### src/hdl/cpc_map.svh
`ifndef CPC_MAP_SVH
`define CPC_MAP_SVH

// register indices; byte address is four times the index
`define CPC_IDX_PLL_CTRL     10'h010
`define CPC_IDX_CAL_CTRL     10'h018
`define CPC_IDX_PRESCALE     10'h1e0
`define CPC_IDX_ROUTING      10'h1e1
`define CPC_IDX_UPDATE       10'h232
`define CPC_IDX_STATUS       10'h234

// field positions
`define CPC_PLL_PWR_LSB      0
`define CPC_PLL_PWR_MSB      1
`define CPC_PD_POL_BIT       7
`define CPC_CAL_BIT          0
`define CPC_PRESCALE_LSB     0
`define CPC_PRESCALE_MSB     2
`define CPC_BYPASS_BIT       0
`define CPC_SRC_BIT          1
`define CPC_UPDATE_BIT       0

// field encodings
`define CPC_PLL_PWR_ON       2'h0
`define CPC_PLL_PWR_OFF      2'h1
`define CPC_UPDATE_KEY       8'h01

// reset values
`define CPC_RST_PLL_CTRL     8'h01
`define CPC_RST_CAL_CTRL     8'h00
`define CPC_RST_PRESCALE     8'h02
`define CPC_RST_ROUTING      8'h00

// calibration run length in pclk cycles
`define CPC_CAL_CYCLES       64

`endif

### src/hdl/cpc_pkg.sv
package cpc_pkg;

   // decoded clock path settings driven to the analog side
   typedef struct packed {
      logic       pll_off;
      logic       pd_negative;
      logic [2:0] prescale_ratio;
      logic       prescaler_in_path;
      logic       src_internal_osc;
   } cpc_clk_cfg_t;

   // calibration sequencer states
   typedef enum logic [1:0] {
      CPC_CAL_IDLE = 2'b01,
      CPC_CAL_RUN  = 2'b10
   } cpc_cal_state_t;

endpackage : cpc_pkg

### src/hdl/cpc_cal_seq.sv
`timescale 1ns/10ps
`include "cpc_map.svh"
module cpc_cal_seq
   import cpc_pkg::*;
#(
   parameter int CAL_CYCLES = `CPC_CAL_CYCLES
)
(
   // clock and reset
   input  wire logic pclk,
   input  wire logic presetn,
   // active calibration bit
   input  wire logic cal_req,
   // calibration control
   output logic      cal_start,
   output logic      cal_busy
);

   localparam int CW = $clog2(CAL_CYCLES + 1);

   cpc_cal_state_t state_ff;
   cpc_cal_state_t nxt_state;
   logic [CW-1:0]  cnt_ff;
   logic [CW-1:0]  nxt_cnt;
   logic           req_d_ff;
   logic           start_ff;
   wire            req_rise = cal_req & ~req_d_ff;

   // a new run needs a 0 to 1 edge of the active bit
   always_comb
   begin
      nxt_state = state_ff;
      nxt_cnt   = cnt_ff;
      unique case (state_ff)
         CPC_CAL_IDLE:
            if (req_rise)
            begin
               nxt_state = CPC_CAL_RUN;
               nxt_cnt   = CW'(CAL_CYCLES - 1);
            end
         CPC_CAL_RUN:
            if (cnt_ff == '0)
               nxt_state = CPC_CAL_IDLE;
            else
               nxt_cnt = cnt_ff - 1'b1;
         default:
            nxt_state = CPC_CAL_IDLE;
      endcase
   end

   always_ff @(posedge pclk or negedge presetn)
   begin
      if (!presetn)
      begin
         state_ff <= CPC_CAL_IDLE;
         cnt_ff   <= '0;
         req_d_ff <= 1'b0;
         start_ff <= 1'b0;
      end
      else
      begin
         state_ff <= nxt_state;
         cnt_ff   <= nxt_cnt;
         req_d_ff <= cal_req;
         start_ff <= (state_ff == CPC_CAL_IDLE) && req_rise;
      end
   end

   assign cal_start = start_ff;
   assign cal_busy  = (state_ff == CPC_CAL_RUN);

endmodule : cpc_cal_seq

### src/hdl/cpc_clock_path.sv
// Behaviour
// - pll power field 01 powers the pll down, 00 runs it normally
// - reset defaults: pll off, prescale code 010, prescaler in path, external clock
// - prescale code picks a divide ratio of two to six
// - bypass bit 0 feeds distribution from prescaler, 1 feeds source directly
// - source bit 0 routes external clock, 1 routes internal oscillator
// - polarity bit 0 positive slope, 1 negative slope
// - setting a cleared calibration bit then updating starts a calibration run unless one is busy
// - written values act only after 0x01 is written to the update register
// - defaults reload at power-up and on every reset
//
// The APB slave port was chosen for this implementation.
`timescale 1ns/10ps
`include "cpc_map.svh"
module cpc_clock_path
   import cpc_pkg::*;
#(
   parameter int CAL_CYCLES = `CPC_CAL_CYCLES
)
(
   // clock and reset
   input  wire logic        pclk,
   input  wire logic        presetn,
   // apb slave
   input  wire logic        psel,
   input  wire logic        penable,
   input  wire logic        pwrite,
   input  wire logic [11:0] paddr,
   input  wire logic [31:0] pwdata,
   output logic      [31:0] prdata,
   output logic             pready,
   output logic             pslverr,
   // clock path settings
   output cpc_clk_cfg_t     clk_cfg,
   // oscillator calibration
   output logic             cal_start,
   output logic             cal_busy
);

   localparam int NREG = 4;

   // index and reset value of each buffered register
   localparam logic [9:0] REG_IDX [NREG] = '{
      `CPC_IDX_PLL_CTRL, `CPC_IDX_CAL_CTRL, `CPC_IDX_PRESCALE, `CPC_IDX_ROUTING};
   localparam logic [7:0] REG_RST [NREG] = '{
      `CPC_RST_PLL_CTRL, `CPC_RST_CAL_CTRL, `CPC_RST_PRESCALE, `CPC_RST_ROUTING};

   // prescale code to divide ratio; spare codes fall back to the largest ratio
   function automatic logic [2:0] ratio_of(input logic [2:0] code);
      logic [2:0] r;
      r = 3'h6;
      if (code <= 3'h4)
         r = code + 3'h2;
      return r;
   endfunction : ratio_of

   // word address match, low two bits must be zero
   function automatic logic hit(input logic [11:0] a, input logic [9:0] idx);
      return (a[1:0] == 2'h0) && (a[11:2] == idx);
   endfunction : hit

   // buffer and active copies, bus and output flops
   logic [7:0]   buf_q [NREG];
   logic [7:0]   act_q [NREG];
   logic [NREG-1:0] reg_sel;
   logic         upd_ff;
   logic         nxt_upd;
   logic [31:0]  prdata_ff;
   logic [31:0]  nxt_prdata;
   cpc_clk_cfg_t cfg_ff;
   cpc_clk_cfg_t nxt_cfg;
   logic         cal_start_w;
   logic         cal_busy_w;

   // bus phase and address decode
   wire setup_ph = psel & ~penable;
   wire acc_ph   = psel & penable;
   wire sel_upd  = hit(paddr, `CPC_IDX_UPDATE);
   wire sel_sts  = hit(paddr, `CPC_IDX_STATUS);
   wire mapped   = (|reg_sel) | sel_upd | sel_sts;
   wire bad_wr   = pwrite & sel_sts;     // status is read only
   wire wr_ok    = acc_ph & pwrite & mapped & ~bad_wr;
   wire upd_wr   = wr_ok & sel_upd & (pwdata[7:0] == `CPC_UPDATE_KEY);
   wire pending  = (buf_q[0] != act_q[0]) | (buf_q[1] != act_q[1]) |
                   (buf_q[2] != act_q[2]) | (buf_q[3] != act_q[3]);

   // buffered registers; the apply pulse is the self-clearing update flag
   genvar gi;
   generate
      for (gi = 0; gi < NREG; gi++)
      begin : g_reg
         assign reg_sel[gi] = hit(paddr, REG_IDX[gi]);
         cpc_shadow_reg #(
            .W   (8),
            .RST (REG_RST[gi])
         ) u_reg (
            .pclk    (pclk),
            .presetn (presetn),
            .wr_en   (wr_ok & reg_sel[gi]),
            .wr_data (pwdata[7:0]),
            .apply   (upd_ff),
            .buf_q   (buf_q[gi]),
            .act_q   (act_q[gi])
         );
      end
   endgenerate

   // zero wait states; error only on unmapped or read-only targets
   assign pready  = 1'b1;
   assign pslverr = acc_ph & (~mapped | bad_wr);

   // read data captured during setup so prdata comes from a flop
   always_comb
   begin
      nxt_prdata = prdata_ff;
      if (setup_ph & ~pwrite)
      begin
         nxt_prdata = 32'h0;
         for (int i = 0; i < NREG; i++)
            if (reg_sel[i])
               nxt_prdata[7:0] = buf_q[i];
         if (sel_upd)
            nxt_prdata[`CPC_UPDATE_BIT] = upd_ff;
         if (sel_sts)
            nxt_prdata[1:0] = {pending, cal_busy_w};
      end
   end

   // update flag lives exactly one cycle, so it clears itself
   assign nxt_upd = upd_wr;

   // decode of the active copies into the path settings
   always_comb
   begin
      nxt_cfg.pll_off =
         act_q[0][`CPC_PLL_PWR_MSB:`CPC_PLL_PWR_LSB] != `CPC_PLL_PWR_ON;
      nxt_cfg.pd_negative       = act_q[0][`CPC_PD_POL_BIT];
      nxt_cfg.prescale_ratio    =
         ratio_of(act_q[2][`CPC_PRESCALE_MSB:`CPC_PRESCALE_LSB]);
      nxt_cfg.prescaler_in_path = ~act_q[3][`CPC_BYPASS_BIT];
      nxt_cfg.src_internal_osc  = act_q[3][`CPC_SRC_BIT];
   end

   // output and bus flops; reset values match the register defaults
   always_ff @(posedge pclk or negedge presetn)
   begin
      if (!presetn)
      begin
         upd_ff    <= 1'b0;
         prdata_ff <= 32'h0;
         cfg_ff    <= '{pll_off: 1'b1, pd_negative: 1'b0, prescale_ratio: 3'h4,
                        prescaler_in_path: 1'b1, src_internal_osc: 1'b0};
      end
      else
      begin
         upd_ff    <= nxt_upd;
         prdata_ff <= nxt_prdata;
         cfg_ff    <= nxt_cfg;
      end
   end

   // calibration runs on a rising edge of the active calibration bit
   cpc_cal_seq #(
      .CAL_CYCLES (CAL_CYCLES)
   ) u_cal (
      .pclk      (pclk),
      .presetn   (presetn),
      .cal_req   (act_q[1][`CPC_CAL_BIT]),
      .cal_start (cal_start_w),
      .cal_busy  (cal_busy_w)
   );

   assign prdata    = prdata_ff;
   assign clk_cfg   = cfg_ff;
   assign cal_start = cal_start_w;
   assign cal_busy  = cal_busy_w;

   // checks; the helper logic below exists only for them
   wire [31:0] act_flat = {act_q[0], act_q[1], act_q[2], act_q[3]};
   wire [31:0] buf_flat = {buf_q[0], buf_q[1], buf_q[2], buf_q[3]};

   property p_hold_until_update;
      @(posedge pclk) disable iff (!presetn)
      !upd_ff |=> $stable(act_flat);
   endproperty
   a_hold_until_update: assert property (p_hold_until_update)
      else $error("active settings changed without an update");

   property p_update_copies;
      @(posedge pclk) disable iff (!presetn)
      upd_ff |=> act_flat == $past(buf_flat);
   endproperty
   a_update_copies: assert property (p_update_copies)
      else $error("update did not copy all buffers");

   property p_update_self_clear;
      @(posedge pclk) disable iff (!presetn)
      upd_wr |=> upd_ff ##1 !upd_ff;
   endproperty
   a_update_self_clear: assert property (p_update_self_clear)
      else $error("update flag not a single cycle");

   property p_power_decode;
      @(posedge pclk) disable iff (!presetn)
      ##1 clk_cfg.pll_off ==
         ($past(act_q[0][`CPC_PLL_PWR_MSB:`CPC_PLL_PWR_LSB]) != `CPC_PLL_PWR_ON);
   endproperty
   a_power_decode: assert property (p_power_decode)
      else $error("pll power state wrong");

   property p_ratio_range;
      @(posedge pclk) disable iff (!presetn)
      upd_ff && buf_q[2][2:0] == 3'h2 |=> ##1 clk_cfg.prescale_ratio == 3'h4;
   endproperty
   a_ratio_range: assert property (p_ratio_range)
      else $error("prescale code 2 did not give divide by four");

   property p_routing;
      @(posedge pclk) disable iff (!presetn)
      ##1 clk_cfg.prescaler_in_path == !$past(act_q[3][`CPC_BYPASS_BIT]) &&
          clk_cfg.src_internal_osc == $past(act_q[3][`CPC_SRC_BIT]);
   endproperty
   a_routing: assert property (p_routing)
      else $error("routing does not follow active bits");

   property p_polarity;
      @(posedge pclk) disable iff (!presetn)
      upd_ff |=> ##1 clk_cfg.pd_negative == $past(buf_q[0][`CPC_PD_POL_BIT], 2);
   endproperty
   a_polarity: assert property (p_polarity)
      else $error("polarity not applied two cycles after update");

   property p_cal_start;
      @(posedge pclk) disable iff (!presetn)
      upd_ff && buf_q[1][`CPC_CAL_BIT] && !act_q[1][`CPC_CAL_BIT] && !cal_busy
         |=> ##1 cal_start ##1 cal_busy;
   endproperty
   a_cal_start: assert property (p_cal_start)
      else $error("calibration did not start after update");

   property p_reset_defaults;
      @(posedge pclk) disable iff (!presetn)
      $rose(presetn) |-> clk_cfg.pll_off && clk_cfg.prescale_ratio == 3'h4 &&
         clk_cfg.prescaler_in_path && !clk_cfg.src_internal_osc && !cal_busy;
   endproperty
   a_reset_defaults: assert property (p_reset_defaults)
      else $error("defaults not present after reset");

   // a refused access answers with an error and leaves every buffer alone
   property p_unmapped_err;
      @(posedge pclk) disable iff (!presetn)
      acc_ph && (!mapped || bad_wr) |-> pslverr && pready ##1 $stable(buf_flat);
   endproperty
   a_unmapped_err: assert property (p_unmapped_err)
      else $error("refused access not answered with an error or changed a buffer");

   // every legal prescale code reaches the path as its own ratio
   genvar gc;
   generate
      for (gc = 0; gc < 5; gc++)
      begin : g_ratio_chk
         property p_ratio_code;
            @(posedge pclk) disable iff (!presetn)
            upd_ff && buf_q[2][2:0] == 3'(gc) |=> ##1 clk_cfg.prescale_ratio == 3'(gc + 2);
         endproperty
         a_ratio_code: assert property (p_ratio_code)
            else $error("prescale code gave the wrong divide ratio");
      end
   endgenerate

   // a taken write lands in the addressed buffer
   generate
      for (gc = 0; gc < NREG; gc++)
      begin : g_wr_chk
         property p_write_lands;
            @(posedge pclk) disable iff (!presetn)
            wr_ok && reg_sel[gc] |=> buf_q[gc] == $past(pwdata[7:0]);
         endproperty
         a_write_lands: assert property (p_write_lands)
            else $error("register write did not reach its buffer");
      end
   endgenerate

   // only the key value may raise the apply pulse
   property p_wrong_key;
      @(posedge pclk) disable iff (!presetn)
      acc_ph && pwrite && sel_upd && pwdata[7:0] != `CPC_UPDATE_KEY |=> !upd_ff;
   endproperty
   a_wrong_key: assert property (p_wrong_key)
      else $error("update applied without the key value");

   // after an apply no value is left pending
   property p_apply_clears_pending;
      @(posedge pclk) disable iff (!presetn)
      upd_ff |=> !pending;
   endproperty
   a_apply_clears_pending: assert property (p_apply_clears_pending)
      else $error("buffers still differ from active copies after update");

   // a rise that comes while a run is busy must not restart it
   property p_cal_no_restart;
      @(posedge pclk) disable iff (!presetn)
      cal_start |-> !$past(cal_busy);
   endproperty
   a_cal_no_restart: assert property (p_cal_no_restart)
      else $error("calibration restarted while busy");

   // length of the current busy stretch; too long for a repetition count
   logic [15:0] busy_len_ff;

   always_ff @(posedge pclk or negedge presetn)
   begin
      if (!presetn)
         busy_len_ff <= 16'h0000;
      else if (cal_busy_w)
         busy_len_ff <= busy_len_ff + 16'h0001;
      else
         busy_len_ff <= 16'h0000;
   end

   property p_cal_length;
      @(posedge pclk) disable iff (!presetn)
      $fell(cal_busy) |-> busy_len_ff == 16'(CAL_CYCLES);
   endproperty
   a_cal_length: assert property (p_cal_length)
      else $error("calibration run length wrong");

   // registers are one byte wide, the rest of the read word stays zero
   property p_read_high_zero;
      @(posedge pclk) disable iff (!presetn)
      acc_ph && !pwrite |-> prdata[31:8] == 24'h000000;
   endproperty
   a_read_high_zero: assert property (p_read_high_zero)
      else $error("read data above the low byte not zero");

   c_update: cover property (@(posedge pclk) disable iff (!presetn) upd_wr);
   c_cal_run: cover property (@(posedge pclk) disable iff (!presetn)
      cal_start ##1 cal_busy);
   c_bypass: cover property (@(posedge pclk) disable iff (!presetn)
      !clk_cfg.prescaler_in_path);
   c_osc_src: cover property (@(posedge pclk) disable iff (!presetn)
      clk_cfg.src_internal_osc && !clk_cfg.pll_off);
   c_bad_key: cover property (@(posedge pclk) disable iff (!presetn)
      acc_ph && pwrite && sel_upd && !upd_wr);

endmodule : cpc_clock_path

### src/hdl/cpc_shadow_reg.sv
`timescale 1ns/10ps
module cpc_shadow_reg
#(
   parameter int         W   = 8,
   parameter logic [W-1:0] RST = '0
)
(
   // clock and reset
   input  wire logic         pclk,
   input  wire logic         presetn,
   // software side
   input  wire logic         wr_en,
   input  wire logic [W-1:0] wr_data,
   input  wire logic         apply,
   // buffered and active copies
   output logic      [W-1:0] buf_q,
   output logic      [W-1:0] act_q
);

   logic [W-1:0] buf_ff;
   logic [W-1:0] act_ff;

   // writes land in the buffer; only apply moves them to the active copy
   always_ff @(posedge pclk or negedge presetn)
   begin
      if (!presetn)
      begin
         buf_ff <= RST;
         act_ff <= RST;
      end
      else
      begin
         if (wr_en)
            buf_ff <= wr_data;
         if (apply)
            act_ff <= buf_ff;
      end
   end

   assign buf_q = buf_ff;
   assign act_q = act_ff;

endmodule : cpc_shadow_reg

### config.mk
export PLATFORM = sky130hd
export DESIGN_NAME = cpc_clock_path
export DESIGN_NICKNAME = d
export VERILOG_FILES = /design/src/hdl/cpc_pkg.sv /design/src/hdl/cpc_cal_seq.sv /design/src/hdl/cpc_clock_path.sv /design/src/hdl/cpc_shadow_reg.sv
export VERILOG_INCLUDE_DIRS = /design/src /design/src/hdl
export SDC_FILE = /design/constraint.sdc
export NUM_CORES = 1
export LEC_CHECK = 0
export BUFFER_PORTS_ARGS = -buffer_cell sky130_fd_sc_hd__buf_2
export CAP_MARGIN = 20
export CORE_MARGIN = 2
export CORE_UTILIZATION = 60
export CTS_CLUSTER_DIAMETER = 100
export DETAILED_ROUTE_END_ITERATION = 10
export PLACE_DENSITY = 0.86
export SLEW_MARGIN = 20
export SYNTH_ARGS = -nofsm -noshare
export SYNTH_HDL_FRONTEND = slang
export SYNTH_HIERARCHICAL = 1
export SYNTH_SLANG_ARGS = --single-unit
### constraint.sdc
create_clock -name pclk -period 4.1 [get_ports pclk]
set_clock_uncertainty 0.15 [all_clocks]
set_input_delay 0 -clock pclk [delete_from_list [all_inputs] [get_ports pclk]]
set_output_delay 0 -clock pclk [all_outputs]
set_load 0.01 [all_outputs]
-- After elaboration in Yosys (flattened, before gate mapping)
Cells that the tools add are included.
Widths: inputs -> output; s select.
- flip-flop bits (word level): 91
- input port bits: 49
- logic and storage cells: 92
- add/sub/neg operators: 2
- $lt $le $gt $ge: 1
- eq/ne operators: 16
- multiplexer cells: 13
- bitwise gates (word level): 27
- reduce and logical (&&, ||, !) cells: 14
- operator list (cell ; number):
    $mux 8 ; 4
    $ne 8x8->1 ; 4
    $eq 10x10->1 const B ; 2
    $eq 10x5->1 const B ; 2
    $eq 10x9->1 const B ; 2
    $and 1x1->1 ; 15
    $mux 7 ; 2
    $pmux 7 s2 ; 1
    $eq 8x1->1 const B ; 1
    $logic_and 1x1->1 ; 7
    $logic_not 7->1 ; 1
    $sub 7x1->7 const B ; 1
    $mux 2 ; 3
    $not 1->1 ; 6
    $or 1x1->1 ; 6
    $ne 2x1->1 const B ; 2
    $pmux 2 s2 ; 1
    $reduce_bool 2->1 ; 2
    $reduce_or 4->1 ; 1
    $add 3x2->3 const B ; 1
    $le 3x3->1 const B ; 1
    $mux 3 ; 1
    $reduce_and 3->1 ; 1
    $eq 2x1->1 const B ; 1
    other kinds (5) ; 5

-- Logic depth before layout (Yosys ltp)
Gate-level depths: netlist of run 1.
- depth after elaboration: 9
- gate-level depth with buffers: 7
- gate-level depth less buffers: 6

-- Hierarchy
Netlist of run 1, hierarchy kept.
- by module, submodules not included (module ; instances ; cells each ; area an instance (um^2)):
    cpc_clock_path ; 1 ; 190 ; 1620.3
    cpc_shadow_reg (g_reg[0].u_reg ...) ; 2 ; 34 ; 665.6
    cpc_shadow_reg (g_reg[1].u_reg ...) ; 2 ; 34 ; 663.1
    cpc_cal_seq ; 1 ; 43 ; 501.7

-- Worst setup path before layout of run 1
OpenSTA, ideal clock, no wires.
- kind: input to register
- start point: input paddr[1]
- end point: register g_reg[3].u_reg.buf_ff[0]
- setup time: 0.125 ns
- arrival: 1.327 ns
- required time: 3.825 ns
- setup slack: 2.498 ns
- cell stages on the path: 7
- cell sequence: nor3_2 nand4_1 or2_1 buf_6 nor2_1 buf_6 mux2_4
- cells in the longest elaborated chain, start to end: 8
- elaborated cells on any way between the ends: 15
- those cells by class: 7 x bitwise; 8 x reduce/logical
- ends and longest elaborated chain (what ; RTL line ; RTL):
    start: declaration ; cpc_clock_path.sv:28 ; input wire logic [11:0] paddr,
    $logic_not 2->1 * ; cpc_clock_path.sv:59 ; return (a[1:0] == 2'h0) && (a[11:2] == idx);
    $logic_and 1x1->1 ; cpc_clock_path.sv:59 ;
    $reduce_or 4->1 ; cpc_clock_path.sv:80 ; wire mapped = (|reg_sel) | sel_upd | sel_sts;
    $or 1x1->1 (2 in series) ; cpc_clock_path.sv:80 ;
    $and 1x1->1 (2 in series) ; cpc_clock_path.sv:82 ; wire wr_ok = acc_ph & pwrite & mapped & ~bad_wr;
    $and 1x1->1 * ; cpc_clock_path.sv:99 ; .wr_en (wr_ok & reg_sel[gi]),
    end signal: assignment ; cpc_shadow_reg.sv:34 ; buf_ff <= wr_data;
    end: declaration ; cpc_shadow_reg.sv:20 ; logic [W-1:0] buf_ff;
Every way passes the cells marked *; elsewhere a longest branch is shown, timed or not.
A chain may end at the register's enable or synchronous reset.

-- Worst setup path after layout of run 1
- start point: input paddr[1]
- end point: register g_reg[3].u_reg.buf_ff[2]
Same word-level chain as after synthesis.

==> results of run 1 <==
area by class of cell:
class / count / area share (%)
sequential: 91 / 42.9
inverter: 15 / 1.06
timing repair buffer: 67 / 8.60
clock buffer: 9 / 2.32
tap: 102 / 2.39
clock inverter: 7 / 1.43
multi-input combinational: 247 / 41.3
Yosys cell counts (3+ instances only):
| master | n | share of area (%) |
|---|---|---|
| buf_4 | 25 | 3.9 |
| nand2_1 | 7 | 0.55 |
| nor3_1 | 4 | 0.42 |
| xor2_1 | 32 | 5.9 |
| inv_1 | 15 | 1.2 |
| dfstp_2 | 8 | 4.4 |
| buf_6 | 10 | 2.4 |
| nor2_1 | 22 | 1.7 |
| nor4_1 | 12 | 1.6 |
| nand3_1 | 5 | 0.52 |
| a21oi_1 | 9 | 0.94 |
| mux2i_1 | 3 | 0.63 |
| o221ai_1 | 6 | 1.1 |
| dfrtp_1 | 83 | 43 |
| nand4_1 | 5 | 0.65 |
| nor3_2 | 13 | 2.7 |
| mux2_4 | 64 | 20 |
power breakdown:
part | switching [W] | total, W | internal, W
Sequential | 0.00000655 | 0.000915 | 0.000908
Clock | 0.000335 | 0.000621 | 0.000286
Combinational | 0.0000763 | 0.000124 | 0.0000473
metrics by stage:
step                area, µm²  hold WS, ns  setup slack, ns
detailed placement       4900        0.132             1.52
floorplan                4870       -0.446             2.50
global route             5340       0.0455             1.20
finish                   5340       0.0176             1.33
CTS                      5330      0.00670             1.37
global placement         4900        0.125             1.57
worst paths after layout:
kind	start	to	depth (start not counted)	slack, ns
min reg2reg	g_reg[3].u_reg/act_q[1]	clk_cfg[0]	0	0.29
max reg2reg	u_cal/state_ff[0]	prdata[0]	5	1.96
min in group asynchronous	presetn	g_reg[0].u_reg/act_q[1]	2	0.11
min	paddr[9]	prdata[1]	6	0.02
max in group asynchronous	presetn	upd_ff	2	3.13
max	paddr[1]	g_reg[3].u_reg/buf_q[2]	8	1.33
critical path: stages:
cell,delay (ns)
dlygate4sd3_1,0.54
buf_2,0.14
nor3_2,0.30
nand4_1,0.51
or2_1,0.57
nor2_1,0.24
buf_4,0.26
mux2_4,0.32
cells in the final DEF (no fill, tap or decap), drive strengths merged, types with 6 or more instances in the layout:
cell type and instances:
a21oi 9, buf 45, clkbuf 9, conb 25
dfrtp 83, dfstp 8, dlygate4sd3 22, inv 17
mux2 65, nand2 7, nand3 6, nand4 6
nor2 24, nor3 18, nor4 14, o221ai 6
xor2 32
routing by layer:
metal	share of wire, %	routed length, µm	vias up
met3	5.8	569	23
met1	43	4190	1534
met2	49	4840	119
li1	-	-	1365
met4	2.5	242	0
met5	0	0	-
cell families after synthesis:
| kind of cell | Yosys count |
|---|---|
| xor+xnor | 32 |
| buf+inv | 54 |
| compound gates | 28 |
| mux | 68 |
| simple gates | 93 |
| fa+ha+maj | 1 |
| other cells | 2 |
| flops | 91 |
repair_timing:
action	in CTS	in global routing
hold endpoints to repair	118	0
gates resized for setup	0	0
hold buffers	22	0
state kept, by name (all words and copies together), names as in the netlist:
register and cells:
prdata 8, u_cal/cnt_ff 7, u_cal/req_d_ff 1, u_cal/cal_start 1
u_cal/state_ff 2, g.u_reg/act_q 32, clk_cfg 7, g.u_reg/buf_q 32
upd_ff 1
==> reports/qor.tcl, run 1 <==
set qor(final_layout_size_suffix_gt1_share_pct) 36.7
set qor(htreeDepth) 3
set qor(dp.cells) 499
set qor(routedWlPerCell_um) 18.3
set qor(number_of_buffers_between_clock_root_and_the_deepest_sink) 2
set qor(grt_most_used_layer) {met2}
set qor(finalCritPeriodShare_pct) 67.5
set qor(ys.flop_type) {dfrtp_1}
set qor(final_nets) 481
set qor(grt_pass1_vias) 3205
set qor(areaGrowthSynthToFinish_pct) 11.6
set qor(achievable_frequency_mhz) 361
set qor(tritoncts_clock_tree) {done}
set qor(finish.utilization_pct) 69.1
set qor(worst-setup-path-type) {in2reg}
set qor(area_of_the_mapped_netlist_mm2) 0.00478
set qor(cp_data_arrival_time_ns) 2.88
set qor(synth_warnings) 6
set qor(grt_first_pass_wirelength_mm) 16.0
set qor(totalWireLength_mm) 9.85
set qor(post_synth_and_or_nand_nor_area_fraction_pct) 13.0
set qor(tightestPinTransition_ns) 1.11
set qor(async_flop_share_pct) 100
set qor(io-pin-count) 92
set qor(clock-sinks) 91
set qor(met2_usage_pct) 39.6
set qor(crit_path_max_fanout) 12
set qor(dpl.hpwl_mm) 6.63
set qor(core_area_mm2) 0.00773
set qor(antenna_found_initial) 0
set qor(grt_overflow) 0
set qor(maximum_number_of_pins_on_one_net_before_global_route_repair) 92
set qor(seq_cell_area_mm2) 0.00229
set qor(ant_diodes) 0
set qor(critical_path.endpoint_type) {register}
set qor(non_filler_instances) 538
set qor(synth_compound_area_share_pct) 4.06
set qor(cts.clk_slew.worst_paths_ns) 0.09
set qor(maximum_resistive_drop_on_vdd_uv) 204
set qor(fillCellCount) 542
set qor(synthesis.instances) 369
set qor(std_cell_rows) 32
set qor(synth_enable_flop_cells) 0
set qor(syn_area_per_cell_um2) 13.0
set qor(hold_viol_final) 0
set qor(total_global_routing_track_utilization_pct) 24.3
set qor(finalPower_w) 0.00166
set qor(timing.hold.worst.class) {in2reg}
set qor(run_status) {complete, no violations}
set qor(final_antenna_net_count) 0
set qor(remaining_drc_errors) 0
set qor(drt-initial-drc-count) 155
set qor(timing.final.setup_violations) 0
set qor(die_width_um) 93.3
set qor(cap_violations) 0
set qor(numCtsBuffers) 9
set qor(power.static_leakage_nw) 2.70
set qor(die-area_mm2) 0.00870
set qor(synth_top_family_by_area) {multiplexers}
set qor(via_count) 3041
set qor(synthAdderAreaFrac_pct) 0.262
set qor(post-cts-setup-buffer-count) 0
set qor(final.setup.tns_ns) 0
set qor(max_slew_margin_pct) 26.1
set qor(report.final.slew_viol_count) 0
set qor(ys_seq_elements) 91
set qor(multi_input_comb_area_mm2) 0.00220
set qor(drt-vias-per-instance) 5.65
set qor(globalplace.congestion) 0.847
set qor(insertion_delay_ns) 0.37
set qor(power_density_mw_per_mm2) 311
set qor(cp_data_required_time_ns) 4.21
set qor(synth.mux.area_fraction_pct) 21.0
set qor(chipHeight_um) 93.3
set qor(global_route.usage.met1_pct) 31.7
set qor(number_of_search_and_repair_iterations_in_the_first_detailed_routing_pass) 4
set qor(critPathLaunchType) {input port}
set qor(ys_types) 48
set qor(synth-xor-area-share_pct) 5.86
set qor(rsz_0062_raised_after_global_routing) {no}
set qor(place.port_buffers) 42
set qor(grt_use_met3_pct) 4.75
set qor(initial_utilization_pct) 61.9
set qor(min_period_ns) 2.77
set qor(ctsRootBufferMaster) {clkbuf_8}
set qor(synth.yosys.seq_area_share_pct) 47.9
No activity file was read; power rests on OpenSTA's default activity.
==> run 2: changes to the inputs <==
Settings changed: ABC_AREA set to 1, CORE_UTILIZATION 60 to 56, PLACE_DENSITY 0.86 to 0.81.
Clock period 4.1 ns to 2.65 ns, I/O delays scaled along.
==> run 2 against run 1 <==
Effect of this change:
- non-clock buffer count up 1
- die area increased by 8.0%
- final cell count grew 50%
- worst hold slack improved by 0.014 ns
- count of clock-buffer cells in the layout stayed put
- sequential share of layout area fell by 0.89 points
- final area increased by 2.1%
- flip-flop and latch count did not move
- critical path depth increased by 3
- power rose by 61%
- setup slack lost 0.92 ns
- via count increased by 36%
==> reports/qor.tcl, run 2 <==
set qor(clock-sinks) 91
set qor(final_nets) 745
set qor(post-place-ws_ns) 0.465
set qor(std_cell_rows) 33
set qor(maximum_number_of_pins_on_one_net_before_global_route_repair) 58
set qor(synthesis.instances) 629
set qor(max_slew_margin_pct) 51.4
set qor(timing.hold.worst.class) {in2reg}
set qor(dpl.hpwl_mm) 8.31
set qor(final.setup.tns_ns) 0
set qor(remaining_drc_errors) 0
set qor(synth.most_common_cell) {nand2_1}
set qor(routedWlPerCell_um) 14.5
set qor(critPathLaunchType) {input port}
set qor(fillCellCount) 694
set qor(final_layout_size_suffix_gt1_share_pct) 15.6
set qor(rsz_0062_raised_after_global_routing) {no}
set qor(via_count) 4139
set qor(postLayoutSetupSlackWorst_ns) 0.410
set qor(synth_top_area_cell) {dfrtp_1}
set qor(dpl-instance-area_mm2) 0.00504
set qor(drt-initial-drc-count) 231
set qor(mostFrequentLayoutCells) {nand2_1, dfrtp_1, inv_1, buf_2, nor2_1}
set qor(number_of_search_and_repair_iterations_in_the_first_detailed_routing_pass) 5
set qor(grt_pass1_vias) 4014
set qor(layout.cells.most_common) {nand2_1}
set qor(totalWireLength_mm) 11.7
set qor(synth_area_leaders) {dfrtp_1, nand2_1, dfstp_2}
set qor(ys_types) 32
set qor(ctsRootBufferMaster) {clkbuf_8}
set qor(critical_path.endpoint_type) {register}
set qor(place.port_buffers) 42
set qor(power_density_mw_per_mm2) 491
set qor(cp_data_required_time_ns) 2.80
set qor(total_global_routing_track_utilization_pct) 25.9
set qor(io-pin-count) 92
set qor(cts.clk_slew.worst_paths_ns) 0.10
set qor(die_width_um) 96.9
set qor(synth_common_cells) {nand2_1, dfrtp_1, inv_1, nor2_1, nand3_1}
set qor(grt_first_pass_wirelength_mm) 19.4
set qor(grt_overflow) 0
set qor(post-cts-setup-buffer-count) 0
set qor(chipHeight_um) 96.9
set qor(die-area_mm2) 0.00939
set qor(initial_utilization_pct) 58.3
set qor(finalCritPeriodShare_pct) 84.5
set qor(final_antenna_net_count) 0
set qor(run_status) {complete, no violations}
set qor(cp_data_arrival_time_ns) 2.39
set qor(share_of_the_synthesized_area_in_the_top_cell_type_pct) 42.9
set qor(ys.flop_type) {dfrtp_1}
set qor(ys_seq_elements) 91
set qor(drt-vias-per-instance) 5.14
set qor(globalplace.congestion) 0.953
set qor(worst-setup-path-type) {in2reg}
set qor(syn_area_per_cell_um2) 7.69
set qor(min_period_ns) 2.24
set qor(areaGrowthSynthToFinish_pct) 12.6
set qor(report.final.slew_viol_count) 0
set qor(tightestPinTransition_ns) 0.729
set qor(timing.final.setup_violations) 0
set qor(achievable_frequency_mhz) 446
set qor(crit_path_max_fanout) 7
set qor(fin_area_mm2) 0.00545
set qor(area_of_the_mapped_netlist_mm2) 0.00484
set qor(power.static_leakage_nw) 3.01
set qor(synth_enable_flop_cells) 0
set qor(synth_warnings) 6
set qor(numCtsBuffers) 9
set qor(cap_violations) 0
set qor(number_of_buffers_between_clock_root_and_the_deepest_sink) 2
set qor(core_area_mm2) 0.00830
set qor(maximum_resistive_drop_on_vdd_uv) 298
set qor(ant_diodes) 0
set qor(async_flop_share_pct) 100
set qor(htreeDepth) 3
set qor(insertion_delay_ns) 0.37
set qor(tritoncts_clock_tree) {done}
set qor(antenna_found_initial) 0
set qor(hold_viol_final) 0
set qor(synth.yosys.seq_area_share_pct) 47.3
==> run 2: changes by cell type in the layout (fill, tap and decap cells not counted), moves of 10 or more <==
cell	delta
nand2_1	+286
mux2_4	-64
xor2_1	-32
inv_1	+30
nand3_1	+29
xnor2_1	+23
nand4_1	+15
nor2_1	+15
nor3_2	-12
inv_2	+10
nor4_1	-10
==> run 2: through the flow <==
stage | hold slack (ns) | utilization [%] | power, W | instances
after floorplan | -0.446 | - | 0.00148 | 652
after global placement | -0.0530 | 60.7 | 0.00153 | 773
after detailed placement | -0.0424 | 60.7 | 0.00153 | 773
after CTS | 0.0142 | 65.6 | 0.00268 | 805
after global routing | 0.0858 | 65.6 | 0.00276 | 805
final | 0.0318 | 65.6 | 0.00267 | 805
==> run 2: final timing paths <==
path	startpoint	depth (start not counted)	slack [ns]	end
max	paddr[4]	11	0.41	upd_ff
min	paddr[5]	7	0.03	prdata[5]
min reg2reg	g_reg[0].u_reg/act_q[7]	0	0.28	clk_cfg[5]
max reg2reg	g_reg[3].u_reg/buf_q[1]	10	0.94	prdata[1]
min in group asynchronous	presetn	2	0.08	g_reg[0].u_reg/act_q[1]
max in group asynchronous	presetn	3	1.50	g_reg[2].u_reg/buf_q[1]
==> run 2: cell families after synthesis <==
family | count (synthesis) | share of synthesized area [%]
AOI/OAI and AO/OA | 10 | 1.45
DFF | 91 | 47.3
and+or+nand+nor | 410 | 36.1
other | 2 | 0.155
xor gates and xnor gates | 23 | 4.17
buffers and inverters | 92 | 10.6
adders and majority gates | 1 | 0.259
==> run 2: area by class of cell <==
type / count / area [µm²] / share of cell area [%]
repair buffers: 68 / 448 / 8.22
clock buffers: 9 / 124 / 2.27
multi-input cells: 469 / 2120 / 39.0
well taps: 105 / 131 / 2.41
flip-flops and latches: 91 / 2290 / 42.0
clock inverters: 7 / 123 / 2.25
inverters: 56 / 210 / 3.86
==> run 2: power by group <==
| group | switching (W) | total, W | internal, W |
|---|---|---|---|
| sequential | 0.0000000259 | 0.00139 | 0.00139 |
| combinational | 0.0000951 | 0.000131 | 0.0000357 |
| clock | 0.000521 | 0.00115 | 0.000633 |
| total | 0.000616 | 0.00267 | 0.00206 |
==> run 2: what timing repair did <==
action	in CTS	in global routing
resized for setup	0	0
endpoints found under the hold margin	96	0
hold buffers	16	0
==> run 2: critical path: stages <==
cell           delay, ns
dlygate4sd3_1       0.54
buf_2               0.14
nor2_2              0.12
nand2_1             0.16
inv_1               0.28
nand3_2             0.15
nand3_1             0.14
or2_4               0.14
nand3_4             0.09
dlygate4sd3_1       0.57
nor2_1              0.08
==> run 2: per-layer routing <==
layer / GRT usage [%] / routed length (µm) / part of all wire, % / vias to the layer above
li1: - / - / - / 2016
met1: 33.9 / 5030 / 43 / 1947
met2: 41.7 / 5540 / 48 / 152
met3: 7.30 / 794 / 6.8 / 24
met4: 9.10 / 287 / 2.5 / 0
met5: 0 / 0 / 0 / -
